<file path="src/rtl/cpf_pkg.sv">
// shared constants and types for the cyclic process data framer
`default_nettype none
package cpf_pkg;
  // apb register byte addresses
  localparam logic [7:0] CPF_ADDR_CTRL = 8'h00;
  localparam logic [7:0] CPF_ADDR_MODE = 8'h04;
  localparam logic [7:0] CPF_ADDR_IRQ_STAT = 8'h08;
  localparam logic [7:0] CPF_ADDR_IRQ_MASK = 8'h0C;
  localparam logic [7:0] CPF_ADDR_AI_SEL = 8'h10;
  localparam logic [7:0] CPF_ADDR_DISP_VAL = 8'h14;
  localparam logic [7:0] CPF_ADDR_DISP_ST = 8'h18;
  localparam logic [3:0] CPF_PAGE_AI_VAL = 4'h2;
  localparam logic [3:0] CPF_PAGE_AI_ST = 4'h3;
  // ctrl field positions
  localparam int CPF_CTRL_SEL_LSB = 0;
  localparam int CPF_CTRL_COND_BIT = 8;
  localparam int CPF_CTRL_EN_BIT = 9;
  // reset values
  localparam logic [7:0] CPF_SEL_RST = 8'h7F;
  localparam logic [7:0] CPF_AI_SEL_RST = 8'hE4;
  localparam logic [7:0] CPF_AI_ST_RST = 8'h80;
  // selector codes
  localparam logic [7:0] CPF_SEL_PROF4 = 8'h00;
  localparam logic [7:0] CPF_SEL_MANUF = 8'h01;
  localparam logic [7:0] CPF_SEL_AUTO = 8'h7F;
  localparam logic [7:0] CPF_SEL_LEGACY = 8'h80;
  localparam logic [7:0] CPF_SEL_PROF1 = 8'h81;
  localparam logic [7:0] CPF_SEL_PROF2 = 8'h82;
  localparam logic [7:0] CPF_SEL_PROF3 = 8'h83;
  // frame layout
  localparam int CPF_NUM_AI = 4;
  localparam logic [2:0] CPF_LAST_BYTE = 3'd4;
  localparam logic [2:0] CPF_MAX_AI = 3'd4;
  // value source per slot
  localparam logic [1:0] CPF_SRC_PROC = 2'd0;
  localparam logic [1:0] CPF_SRC_REF = 2'd1;
  // interrupt bit positions
  localparam int CPF_IRQ_SETUP = 0;
  localparam int CPF_IRQ_FRAME = 1;
  localparam int CPF_IRQ_DISP = 2;
  localparam int CPF_IRQ_REFUSE = 3;
  localparam int CPF_IRQ_W = 4;
  // status codes
  localparam logic [7:0] CPF_ST_GOOD = 8'h80;
  localparam logic [7:0] CPF_ST_BAD = 8'h00;
  localparam logic [1:0] CPF_Q_BAD = 2'b00;
  localparam logic [1:0] CPF_Q_GOOD_NC = 2'b10;

  typedef enum logic [1:0] {CPF_PROF_30, CPF_PROF_301, CPF_PROF_302} cpf_prof_t;

  typedef struct packed {
    logic [7:0] sel;
    logic cond_en;
    logic enable;
    logic [7:0] ai_sel;
    logic [CPF_NUM_AI-1:0][31:0] ai_val;
    logic [CPF_NUM_AI-1:0][7:0] ai_st;
    logic [CPF_IRQ_W-1:0] irq_st;
    logic [CPF_IRQ_W-1:0] irq_mask;
    logic irq;
    logic compat;
    cpf_prof_t prof;
    logic [2:0] n_ai;
    logic [15:0] cfg_id;
    logic [15:0] ident;
    logic setup_ok;
    logic busy;
    logic [1:0] slot;
    logic [2:0] bidx;
    logic [31:0] sh_val;
    logic [7:0] sh_st;
    logic [7:0] tx_data;
    logic tx_valid;
    logic tx_last;
    logic [2:0] rx_cnt;
    logic [31:0] rx_buf;
    logic [31:0] disp_val;
    logic [7:0] disp_st;
    logic [31:0] prdata;
    logic pready;
    logic pslverr;
  } cpf_state_t;
endpackage
`default_nettype wire

</file>
<file path="src/rtl/cpf_framer.sv">
// cyclic process data framer with apb register access
// Contract
// - with selector 127 the device enters compatibility mode by itself when the setup identity shows a replacement.
// - selector 128 forces compatibility mode and the legacy identity.
// - the mode is decided from the selector and identity exchanged at cyclic setup.
// - in compatibility mode status codes follow the 3.0 profile only.
// - each analog value goes out as four float bytes and one status byte.
// - bit 7 of the first byte of each value is the sign.
// - values are single precision floats with exponent bias 127, passed unchanged.
// - status follows 3.01 for generic identities or selector 1 with condensed status off.
// - status follows 3.02 for selector 1 with condensed status on.
// - with selector 127 the applied configuration identity chooses 3.01 or 3.02.
// - no more than five cyclic slots exist.
// - slots 1 to 4 carry analog inputs read by the master, slot 5 a display value it writes.
// - process temperature and internal reference temperature are selectable inputs.
// - device data sits in slot 0 and the channel setting blocks share slots 1 and 2.
// - input block bytes 0 to 3 hold the float and byte 4 the status.
//
// Our own choices: the APB slave port and the register addresses.
`default_nettype none
module cpf_framer
  import cpf_pkg::*;
#(
  parameter logic [15:0] MANUF_IDENT = 16'h0A5A, // arbitrary value
  parameter logic [15:0] LEGACY_IDENT = 16'h0B6B, // arbitrary value
  parameter logic [15:0] PROFILE_BASE = 16'h0C00 // arbitrary value
) (
  // clock and reset
  input wire logic pclk,
  input wire logic presetn,
  // apb slave
  input wire logic psel,
  input wire logic penable,
  input wire logic pwrite,
  input wire logic [7:0] paddr,
  input wire logic [31:0] pwdata,
  output logic [31:0] prdata,
  output logic pready,
  output logic pslverr,
  // measured values
  input wire logic [31:0] proc_temp,
  input wire logic [31:0] ref_temp,
  // cyclic setup from the link engine
  input wire logic setup_valid,
  input wire logic [15:0] setup_ident,
  output logic [15:0] ident_out,
  // input data stream towards the master
  input wire logic cyc_req,
  output logic [7:0] tx_data,
  output logic tx_valid,
  output logic tx_last,
  input wire logic tx_ready,
  // output data stream from the master
  input wire logic rx_valid,
  input wire logic rx_sof,
  input wire logic [7:0] rx_data,
  // display value and interrupt
  output logic [31:0] disp_value,
  output logic [7:0] disp_status,
  output logic irq
);
  cpf_state_t s_r, s_nxt;
  logic dec_compat;
  cpf_prof_t dec_prof;
  logic [2:0] dec_n_ai;
  logic [15:0] dec_ident;
  logic [1:0] ld_slot;
  logic [7:0] st_mapped;
  logic [31:0] ld_val;

  // decoder sees the fresh identity during the setup cycle itself
  // a selector write alone changes nothing until the master sets up again
  cpf_mode_dec #(
    .MANUF_IDENT(MANUF_IDENT),
    .LEGACY_IDENT(LEGACY_IDENT),
    .PROFILE_BASE(PROFILE_BASE)
  ) u_dec (
    .sel(s_r.sel),
    .cond_en(s_r.cond_en),
    .cfg_id(setup_valid ? setup_ident : s_r.cfg_id),
    .compat(dec_compat),
    .prof(dec_prof),
    .n_ai(dec_n_ai),
    .ident(dec_ident)
  );

  // slot whose value is captured next; stream slot 0 is cyclic slot 1, because slot 0 keeps the
  // device data and slots 1 and 2 the channel settings, all reached acyclically and never streamed
  assign ld_slot = s_r.busy ? s_r.slot + 2'd1 : 2'd0;

  // status of the slot being loaded, translated to the profile latched at setup
  cpf_status_map u_map (
    .raw(s_r.ai_st[ld_slot]),
    .prof(s_r.prof),
    .mapped(st_mapped)
  );

  // value source chosen per slot
  // a software value lets a slot carry something the link engine does not measure
  always_comb begin
    unique case (s_r.ai_sel[2*ld_slot +: 2])
      CPF_SRC_PROC: ld_val = proc_temp;
      CPF_SRC_REF: ld_val = ref_temp;
      default: ld_val = s_r.ai_val[ld_slot];
    endcase
  end

  // register map, one aligned word each:
  //   0x00 ctrl: [7:0] selector, [8] condensed_diag_enable, [9] frame enable
  //   0x04 mode, read only: [0] compat, [2:1] profile, [5:3] slot count
  //   0x04 mode, read only: [6] busy, [7] setup seen, [31:16] applied identity
  //   0x08 event status, write one to clear
  //   0x0C event mask of the same layout
  //   0x10 source per slot, two bits each: process, reference, software value
  //   0x14 and 0x18 last display value and its status, read only
  //   0x20 to 0x2C software values, 0x30 to 0x3C raw status codes of the four slots
  // writes to read-only words change nothing; only unmapped words answer with pslverr

  // read mux, decided in the setup phase so data is ready in the access phase
  function automatic logic [32:0] rd(input cpf_state_t s, input logic [7:0] a);
    logic [32:0] r;
    r = {1'b0, 32'h0000_0000};
    // the two slot pages decode on the high nibble, the word within on bits 3:2
    if (a[7:4] == CPF_PAGE_AI_VAL) begin
      r[31:0] = s.ai_val[a[3:2]];
    end else if (a[7:4] == CPF_PAGE_AI_ST) begin
      r[31:0] = {24'h000000, s.ai_st[a[3:2]]};
    end else begin
      unique case (a)
        CPF_ADDR_CTRL: r[31:0] = {22'h000000, s.enable, s.cond_en, s.sel};
        CPF_ADDR_MODE: r[31:0] = {s.cfg_id, 8'h00, s.setup_ok, s.busy, s.n_ai, s.prof, s.compat};
        CPF_ADDR_IRQ_STAT: r[31:0] = {28'h0000000, s.irq_st};
        CPF_ADDR_IRQ_MASK: r[31:0] = {28'h0000000, s.irq_mask};
        CPF_ADDR_AI_SEL: r[31:0] = {24'h000000, s.ai_sel};
        CPF_ADDR_DISP_VAL: r[31:0] = s.disp_val;
        CPF_ADDR_DISP_ST: r[31:0] = {24'h000000, s.disp_st};
        default: r[32] = 1'b1;
      endcase
    end
    return r;
  endfunction

  // byte k of a five byte block: float high byte first, status last
  // the status byte closes the block, so the sign byte is always the first one out
  function automatic logic [7:0] blk_byte(input logic [31:0] v, input logic [7:0] st, input logic [2:0] k);
    logic [7:0] b;
    b = st;
    unique case (k)
      3'd0: b = v[31:24];
      3'd1: b = v[23:16];
      3'd2: b = v[15:8];
      3'd3: b = v[7:0];
      default: b = st;
    endcase
    return b;
  endfunction

  // next state
  always_comb begin
    logic [32:0] rres;
    logic wr;
    logic [CPF_IRQ_W-1:0] ev;
    logic [CPF_IRQ_W-1:0] clr;
    logic [2:0] ridx;
    logic refuse;
    rres = rd(s_r, paddr);
    refuse = cyc_req && (s_r.busy || !s_r.setup_ok || !s_r.enable || setup_valid);
    wr = psel && penable && pwrite && s_r.pready && !s_r.pslverr;
    ev = '0;
    clr = '0;
    ridx = rx_sof ? 3'd0 : s_r.rx_cnt;
    s_nxt = s_r;
    s_nxt.pready = 1'b0;
    s_nxt.pslverr = 1'b0;

    // apb setup phase: answer in the first access cycle
    // write cycles return zero so stale read data never looks fresh
    if (psel && !penable) begin
      s_nxt.pready = 1'b1;
      s_nxt.pslverr = rres[32];
      s_nxt.prdata = pwrite ? 32'h0000_0000 : rres[31:0];
    end

    // apb writes take effect at the completing edge
    // refused or unmapped writes never reach here, since wr needs a clean answer
    if (wr) begin
      if (paddr[7:4] == CPF_PAGE_AI_VAL) begin
        s_nxt.ai_val[paddr[3:2]] = pwdata;
      end else if (paddr[7:4] == CPF_PAGE_AI_ST) begin
        s_nxt.ai_st[paddr[3:2]] = pwdata[7:0];
      end else begin
        unique case (paddr)
          CPF_ADDR_CTRL: begin
            s_nxt.sel = pwdata[CPF_CTRL_SEL_LSB +: 8];
            s_nxt.cond_en = pwdata[CPF_CTRL_COND_BIT];
            s_nxt.enable = pwdata[CPF_CTRL_EN_BIT];
          end
          CPF_ADDR_IRQ_STAT: clr = pwdata[CPF_IRQ_W-1:0];
          CPF_ADDR_IRQ_MASK: s_nxt.irq_mask = pwdata[CPF_IRQ_W-1:0];
          CPF_ADDR_AI_SEL: s_nxt.ai_sel = pwdata[7:0];
          default: s_nxt.prdata = s_r.prdata;
        endcase
      end
    end

    // cyclic setup latches identity and mode; selector changes wait for the next setup
    // a setup in the middle of a frame applies to the slots still to come
    if (setup_valid) begin
      s_nxt.cfg_id = setup_ident;
      s_nxt.compat = dec_compat;
      s_nxt.prof = dec_prof;
      s_nxt.n_ai = dec_n_ai;
      s_nxt.ident = dec_ident;
      s_nxt.setup_ok = 1'b1;
      ev[CPF_IRQ_SETUP] = 1'b1;
    end

    // input frame: one five byte block per active slot, slots 1..4 in order
    // a refused request must not stall a frame in flight, or the sink would take one byte twice
    if (refuse) begin
      ev[CPF_IRQ_REFUSE] = 1'b1;
    end
    if (cyc_req && !refuse) begin
      s_nxt.busy = 1'b1;
      s_nxt.slot = 2'd0;
      s_nxt.bidx = 3'd0;
      s_nxt.sh_val = ld_val;
      s_nxt.sh_st = st_mapped;
      s_nxt.tx_valid = 1'b1;
      s_nxt.tx_data = ld_val[31:24];
      s_nxt.tx_last = 1'b0;
    end else if (s_r.busy && s_r.tx_valid && tx_ready) begin
      if (s_r.bidx == CPF_LAST_BYTE) begin
        if ({1'b0, s_r.slot} + 3'd1 >= s_r.n_ai) begin
          s_nxt.busy = 1'b0;
          s_nxt.tx_valid = 1'b0;
          s_nxt.tx_last = 1'b0;
          ev[CPF_IRQ_FRAME] = 1'b1;
        end else begin
          // next slot: value and status are captured together so the pair always matches
          s_nxt.slot = ld_slot;
          s_nxt.bidx = 3'd0;
          s_nxt.sh_val = ld_val;
          s_nxt.sh_st = st_mapped;
          s_nxt.tx_data = ld_val[31:24];
        end
      end else begin
        s_nxt.bidx = s_r.bidx + 3'd1;
        s_nxt.tx_data = blk_byte(s_r.sh_val, s_r.sh_st, s_r.bidx + 3'd1);
        // tx_last rides on the final status byte of the last active slot
        s_nxt.tx_last = (s_r.bidx + 3'd1 == CPF_LAST_BYTE) && ({1'b0, s_r.slot} + 3'd1 >= s_r.n_ai);
      end
    end

    // display value from the master: four value bytes then status
    // a start-of-block mark realigns the count, so a cut block is dropped, never spliced
    if (rx_valid) begin
      if (ridx == CPF_LAST_BYTE) begin
        s_nxt.disp_val = s_r.rx_buf;
        s_nxt.disp_st = rx_data;
        s_nxt.rx_cnt = 3'd0;
        ev[CPF_IRQ_DISP] = 1'b1;
      end else begin
        s_nxt.rx_buf = {s_r.rx_buf[23:0], rx_data};
        s_nxt.rx_cnt = ridx + 3'd1;
      end
    end

    // sticky events: a new event outweighs a clear in the same cycle
    // bit 0 setup taken, bit 1 frame done, bit 2 display block in, bit 3 request refused
    s_nxt.irq_st = (s_r.irq_st & ~clr) | ev;
    s_nxt.irq = |(s_nxt.irq_st & s_nxt.irq_mask);
  end

  // state register; the reset branch loads constants only, the selector its factory code
  // so that a replacement device recognises its predecessor's master by itself
  always_ff @(posedge pclk or negedge presetn) begin
    if (!presetn) begin
      s_r <= '0;
      s_r.sel <= CPF_SEL_RST;
      s_r.ai_sel <= CPF_AI_SEL_RST;
      s_r.ai_st <= {CPF_NUM_AI{CPF_AI_ST_RST}};
      s_r.prof <= CPF_PROF_301;
      s_r.n_ai <= CPF_MAX_AI;
      s_r.ident <= MANUF_IDENT;
      s_r.enable <= 1'b1;
    end else begin
      s_r <= s_nxt;
    end
  end

  // outputs straight from state
  // every output is a flip-flop, so nothing combinational reaches the link or the bus
  assign prdata = s_r.prdata;
  assign pready = s_r.pready;
  assign pslverr = s_r.pslverr;
  assign ident_out = s_r.ident;
  assign tx_data = s_r.tx_data;
  assign tx_valid = s_r.tx_valid;
  assign tx_last = s_r.tx_last;
  assign disp_value = s_r.disp_val;
  assign disp_status = s_r.disp_st;
  assign irq = s_r.irq;
endmodule
`default_nettype wire

</file>
<file path="src/rtl/cpf_mode_dec.sv">
// decodes selector and applied configuration identity into operating mode
`default_nettype none
module cpf_mode_dec
  import cpf_pkg::*;
#(
  parameter logic [15:0] MANUF_IDENT = 16'h0A5A, // arbitrary value
  parameter logic [15:0] LEGACY_IDENT = 16'h0B6B, // arbitrary value
  parameter logic [15:0] PROFILE_BASE = 16'h0C00 // arbitrary value
) (
  // selection
  input wire logic [7:0] sel,
  input wire logic cond_en,
  input wire logic [15:0] cfg_id,
  // decoded mode
  output logic compat,
  output cpf_prof_t prof,
  output logic [2:0] n_ai,
  output logic [15:0] ident
);
  logic prof_id;
  logic [1:0] prof_low;

  // profile identities differ from the base in the two low bits only
  assign prof_id = (cfg_id[15:2] == PROFILE_BASE[15:2]);
  assign prof_low = cfg_id[1:0];

  // mode table, evaluated against the identity seen at setup
  always_comb begin
    compat = 1'b0;
    prof = CPF_PROF_301;
    n_ai = CPF_MAX_AI;
    ident = MANUF_IDENT;
    unique case (sel)
      CPF_SEL_LEGACY: begin
        compat = 1'b1;
        prof = CPF_PROF_30;
        ident = LEGACY_IDENT;
      end
      CPF_SEL_AUTO: begin
        if (cfg_id == LEGACY_IDENT) begin
          compat = 1'b1;
          prof = CPF_PROF_30;
          ident = LEGACY_IDENT;
        end else if (prof_id) begin
          prof = CPF_PROF_301;
          n_ai = (prof_low == 2'd3) ? CPF_MAX_AI : {1'b0, prof_low} + 3'd1;
          ident = cfg_id;
        end else begin
          prof = CPF_PROF_302;
        end
      end
      CPF_SEL_MANUF: prof = cond_en ? CPF_PROF_302 : CPF_PROF_301;
      CPF_SEL_PROF4: ident = {PROFILE_BASE[15:2], 2'd3};
      CPF_SEL_PROF1: begin
        n_ai = 3'd1;
        ident = {PROFILE_BASE[15:2], 2'd0};
      end
      CPF_SEL_PROF2: begin
        n_ai = 3'd2;
        ident = {PROFILE_BASE[15:2], 2'd1};
      end
      CPF_SEL_PROF3: begin
        n_ai = 3'd3;
        ident = {PROFILE_BASE[15:2], 2'd2};
      end
      default: prof = CPF_PROF_301;
    endcase
  end
endmodule
`default_nettype wire

</file>
<file path="src/rtl/cpf_status_map.sv">
// maps a raw status code to the code set of the active profile
`default_nettype none
module cpf_status_map
  import cpf_pkg::*;
(
  // raw code and profile
  input wire logic [7:0] raw,
  input wire cpf_prof_t prof,
  // translated code
  output logic [7:0] mapped
);
  // older profiles know no condensed sub-status; fold good ones onto plain good, and in 3.0 also bad ones onto plain bad
  always_comb begin
    mapped = raw;
    if (prof != CPF_PROF_302) begin
      if (raw[7:6] == CPF_Q_GOOD_NC && raw[5:2] != 4'h0) begin
        mapped = CPF_ST_GOOD | {6'h00, raw[1:0]};
      end
      if (prof == CPF_PROF_30 && raw[7:6] == CPF_Q_BAD && raw[5]) begin
        mapped = CPF_ST_BAD | {6'h00, raw[1:0]};
      end
    end
  end
endmodule
`default_nettype wire

</file>
<file path="config.mk">
export PLATFORM = sky130hd
export DESIGN_NAME = cpf_framer
export DESIGN_NICKNAME = d
export VERILOG_FILES = /design/src/rtl/cpf_pkg.sv /design/src/rtl/cpf_framer.sv /design/src/rtl/cpf_mode_dec.sv /design/src/rtl/cpf_status_map.sv
export SDC_FILE = /design/constraint.sdc
export NUM_CORES = 1
export LEC_CHECK = 0
export BUFFER_PORTS_ARGS = -buffer_cell sky130_fd_sc_hd__clkbuf_2
export CAP_MARGIN = 20
export CORE_AREA = 5 5 194 196
export DETAILED_ROUTE_END_ITERATION = 6
export DIE_AREA = 0 0 199 201
export PLACE_DENSITY = 0.77
export REMOVE_ABC_BUFFERS = 1
export SYNTH_ARGS = -nofsm -noshare
export SYNTH_HDL_FRONTEND = slang
export SYNTH_SLANG_ARGS = --single-unit
</file>
<file path="constraint.sdc">
create_clock -name pclk -period 6.2 [get_ports pclk]
set_input_delay 0.62 -clock pclk [delete_from_list [all_inputs] [get_ports pclk]]
set_output_delay 0.62 -clock pclk [all_outputs]
set_load 0.005 [all_outputs]
</file>
# == Word-level counts from Yosys, hierarchy flattened ==
# Cells that the tools add are included.
# word_totals
inputBits,138
register_bits,391
elab_cells,203
output_inout_bits,101
# classes
n_lt_le_gt_ge,4
n_eq_ne,30
reduce_logical,45
n_shift,1
n_mux,75
add_sub_neg,5
bitwise,7
# ops
op,count
2-to-1 mux 32 bit,10
case mux 32 bit (7 select lines),1
binary-select mux 32 bit (select 2 bit),2
bitwise mux 128 bit,1
2-to-1 mux 56 bit,2
case mux 16 bit (6 select lines),1
demux 32 bit (select 2 bit),1
case mux 32 bit (2 select lines),1
2-to-1 mux 8 bit,7
2-to-1 mux 53 bit,1
2-to-1 mux 16 bit,3
2-to-1 mux 40 bit,1
2-to-1 mux 34 bit,1
binary-select mux 8 bit (select 2 bit),2
bitwise mux 32 bit,1
== test 8 bit (second input constant),4
2-to-1 mux 4 bit,8
case mux 8 bit (4 select lines),1
== test 8 x 5 -> 1 bit (second input constant),3
2-to-1 mux 3 bit,7
demux 8 bit (select 2 bit),1
== test 16 x 12 -> 1 bit (second input constant),1
== test 8 x 4 -> 1 bit (second input constant),2
logical NOT 8 bit,2
42 further kinds,103

# == Logic depth before layout (Yosys ltp) ==
# depth
word_depth,13
mapped_depth,9
ltp_nobuf,7

# == By module ==
# Synthesis repeated with hierarchy kept, for this count alone.
# hier_totals
hier_cells,1786
area_unflattened_um2,20495.9
# by_module_without_submodules
mod,seq_area_each_um2,area_per_inst_um2,cells_each,instances
cpf_framer,9789.4,19930.4,1709,1
cpf_mode_dec,0.0,479.2,63,1
cpf_status_map,0.0,86.3,14,1

# == Worst setup path after synthesis ==
# OpenSTA, ideal clock, no wires.
# synth_timing
path_type,input to register
start,input port paddr[4]
end,register s_r (netlist bit irq)
setup_ns,0.131
n_path_buf,2
stages,8
required_time_ns,6.069
t_arrival_ns,2.221
setup_slack_ns,3.849
path_cell_list,buf_6 or4_4 nor2_2 and3_1 buf_2 mux2_1 a22oi_1 nand3_1
# synth_rtl
element,line,source
start: declaration,cpf_framer.sv:35,"input wire logic [7:0] paddr,"
end signal: assignment,cpf_framer.sv:288,s_r <= s_nxt;
end: declaration,cpf_framer.sv:62,"cpf_state_t s_r, s_nxt;"

# == Worst setup path in the final report ==
# layout_timing
start,register s_r[162] in the netlist's numbering
end,register s_r[126] in the netlist's numbering
# layout_via
elab_chain_len,13
elab_cells_between_ends,21
cone_classes,add/sub (2); order compare (1); eq/ne (2); mux (10); reduce/logical (6)
# layout_lines
element,line,source
adder 2 x 1 -> 2 bit,cpf_framer.sv:89,assign ld_slot = s_r.busy ? s_r.slot + 2'd1 : 2'd0;
2-to-1 mux 2 bit,cpf_framer.sv:89,
binary-select mux 8 bit (select 2 bit),cpf_framer.sv:93,".raw(s_r.ai_st[ld_slot]),"
2-to-1 mux 8 bit (implied by the code),cpf_framer.sv:93,
"== test 2 bit, or another cell as far along",cpf_status_map.sv:16,if (raw[7:6] == CPF_Q_GOOD_NC && raw[5:2] != 4'h0) begin
logical AND 1 bit (on tied branches),"cpf_status_map.sv:16, cpf_status_map.sv:19",
2-to-1 mux 8 bit or logical AND 1 bit (tied branches),"cpf_status_map.sv:16, cpf_status_map.sv:19",
2-to-1 mux 8 bit,cpf_status_map.sv:19,if (prof == CPF_PROF_30 && raw[7:6] == CPF_Q_BAD && raw[5]) begin
2-to-1 mux 8 bit,cpf_status_map.sv:15,if (prof != CPF_PROF_302) begin
2-to-1 mux 53 bit,cpf_framer.sv:234,"if ({1'b0, s_r.slot} + 3'd1 >= s_r.n_ai) begin"
2-to-1 mux 40 bit,cpf_framer.sv:233,if (s_r.bidx == CPF_LAST_BYTE) begin
2-to-1 mux 56 bit,cpf_framer.sv:232,end else if (s_r.busy && s_r.tx_valid && tx_ready) begin
2-to-1 mux 56 bit,cpf_framer.sv:223,if (cyc_req && !refuse) begin
# Parallel ways exist; a longest one is shown, timed or not. The select of a mux whose other input is x is not followed.
# A chain may end at the register's enable or synchronous reset.

==> metrics.txt <==
run status finished clean; largest net degree at the start of global routing 152; PnR worst setup slack 2330 ps; crit path DAT 4310 ps; startpoint types flip-flop; multiplexer share of the synthesized area 24.4%; worst setup path class reg2reg; slew margin rel. 25.1%; Die Wd 199 um; minimum clock period 3870 ps; Synth Warn # 0; Post-synth EDFFs 0; Final Hold Violating Endpoints 0; Synth Cell Area 0.0200 mm2; top cells by area, synth dfrtp_1, mux2_2, mux4_2; most frequent cell after synthesis dfrtp_1; post-cts repair resize count 0; Finished Layout Cells 2289; most used routing layer in global routing met2; Synth top area share 45.8%; maxcap violations 0; Initial DRT Pass Iterations 5; vias in the first global route 14500; global-route wire length before repair 85700 um; Yosys reg bits 390; total track usage 27.3%; via count 14400; Synth Area in Compound Gates 10.9%; pre-CTS setup slack 2240 ps; share of the clock period used by the worst path 62.4%; Lkg Pwr 10.6 nW; final setup TNS 0 ps; Initial Util 55.6%; Filler cells 2817; register area 0.00979 mm2; clk slew on worst S/H paths 60 ps; worst-skew pair later-pin latency 560 ps; CTS tree done; Nets 1941; max-slew violations 0; dpl cells 2211; clk root buf clkbuf_16; Yosys cell types 68; Die H 201 um; Post-Syn Instances 1696; Hold Crit Class in2async; DPL Wire Length 37800 um; H-Tree Depth 2; Multi-input gate area 0.00889 mm2; io pins 239; biggest area consumer among synthesized cells dfrtp_1; met1 Usage GRT 39.0%; Max Root-Sink Buffers 3; Routability Congestion 0.908; final wirelength 55200 um; Final Setup Violations 0; drt via density 6.30; Overflow after GRT 0; DR DRC count 0; met2 Use GR 43.2%; post-CTS setup buffer count 0; PD cells 276 mW/mm2; Least-Margin Pin Slew 1120 ps; sequential share of the synthesized area 49.0%; Required @ worst endpoint 6640 ps; Post-CTS Hold Buffers 0; Synth Area in Adders 0.752%; Core Region 0.0359 mm2; top_reg_cell synth dfrtp_1; Crit Path Max Fanout 49; Highest Clock Rate 0.259 GHz; antenna viol nets, final 0; Synth Area in Simple Gates 8.22%; Die ar. 0.0400 mm2; main combinational cell family by area after synthesis multiplexers; WL/cell 24.1 um; XOR/XNOR Fraction of Synth Area 0.0877%; met3 usage 4.98%; Core Rows 70; Crit. End Element flip-flop; initial DRC count 1324; CTS buffer count 42; RSZ-0062 raised after global routing false; area grow syn2layout 11.3%; port bufs 238; layout cell share with drive strength beyond 1 40.1%; Mapped Avg Cell Area 11.8 um2; CTS sink cnt 390; share of flip-flops with an asynchronous set or reset 100%; Setup Skew 30.3 ps; initial antenna violation count 2; peak supply drop 234 uV; most frequent cells after synthesis dfrtp_1, mux2_2, nand2_1
power breakdown:
part           leakage [nW]  switching (mW)  total [mW]  internal (mW)
clock                 0.708            1.04        2.64           1.60
sequential             5.17           0.161        2.89           2.73
combinational          4.71           0.311       0.609          0.298
total                  10.6            1.51        6.14           4.63
kinds of logic (layout without fill, tap and decap cells):
| family | Yosys count | count (layout) |
|---|---|---|
| mux | 391 | 391 |
| flops | 390 | 390 |
| simple gates | 345 | 345 |
| compound gates | 324 | 324 |
| buf+inv | 232 | 356 |
| fa+ha+maj | 12 | 12 |
| xor+xnor | 2 | 2 |
| other cells | 0 | 1 |
registers in the layout, indices dropped and copies added, names as in the netlist:
signal and count:
s_r 290, disp_status 8, pready 1, tx_last 1, disp_value 32, tx_data 8
ident_out 16, pslverr 1, prdata 32, irq 1
layer usage:
metal	wire [um]	vias to the layer above	share of wire, %
met2	26500	671	48
met5	11	-	0.020
met3	4200	117	7.6
met4	1620	2	2.9
met1	22900	7351	41
li1	-	6282	-
cell usage in the layout (no fill, tap or decap), drive strengths merged, types with 24 or more instances in the layout:
cell | Yosys | final
buf | 154 | 24
nand3 | 36 | 36
dfrtp | 366 | 366
mux4 | 46 | 46
nor2 | 51 | 51
a21oi | 66 | 66
clkbuf | 55 | 295
mux2i | 43 | 43
mux2 | 302 | 302
nand2 | 169 | 169
inv | 23 | 24
a22o | 43 | 43
a22oi | 26 | 26
o21ai | 98 | 98
dfstp | 24 | 24
final timing paths:
| path | start | to | slack [ps] | cells past startpoint |
|---|---|---|---|---|
| setup / recovery | s_r[162]$_DFFE_PN0P_ | s_r[126]$_DFFE_PN0P_ | 2330 | 7 |
| hold / removal | presetn | s_r[341]$_DFFE_PN0P_ | 70 | 1 |
| setup reg to reg | s_r[162]$_DFFE_PN0P_ | s_r[126]$_DFFE_PN0P_ | 2330 | 7 |
| hold reg to reg | ident_out[10]$_DFFE_PN0P_ | ident_out[10]$_DFFE_PN0P_ | 480 | 1 |
| max in group asynchronous | presetn | s_r[281]$_DFFE_PN0P_ | 4550 | 2 |
| min in group pclk | rx_data[5] | disp_status[5]$_DFFE_PN0P_ | 320 | 2 |
cell type report:
cell class / count / area share [%]
multi-input cells: 1074 / 40.0
flip-flops and latches: 390 / 44.0
inverters: 23 / 0.388
diodes: 1 / 0.0113
clock buffers: 59 / 5.38
well taps: 468 / 2.63
clock inverters: 14 / 1.11
repair buffers: 260 / 6.47
worst max-delay path, cell delays in order, from the launching register on:
cell	delay, ps
dfrtp_1	1000
ha_1	440
ha_1	320
o21ai_0	120
a21o_1	240
a21boi_4	660
buf_4	550
mux2_2	400
through the flow:
stage	instance area, um2	total power, mW	util, %	hold WS (ps)
after floorplan	18700	3.16	-	324
after global placement	20700	3.51	57.7	461
after detailed placement	20700	3.54	57.7	468
after CTS	22200	6.16	61.7	120
after global routing	22200	6.34	61.9	146
final	22200	6.14	61.9	69.4
Note: power is estimated with default switching activity, not from simulation.
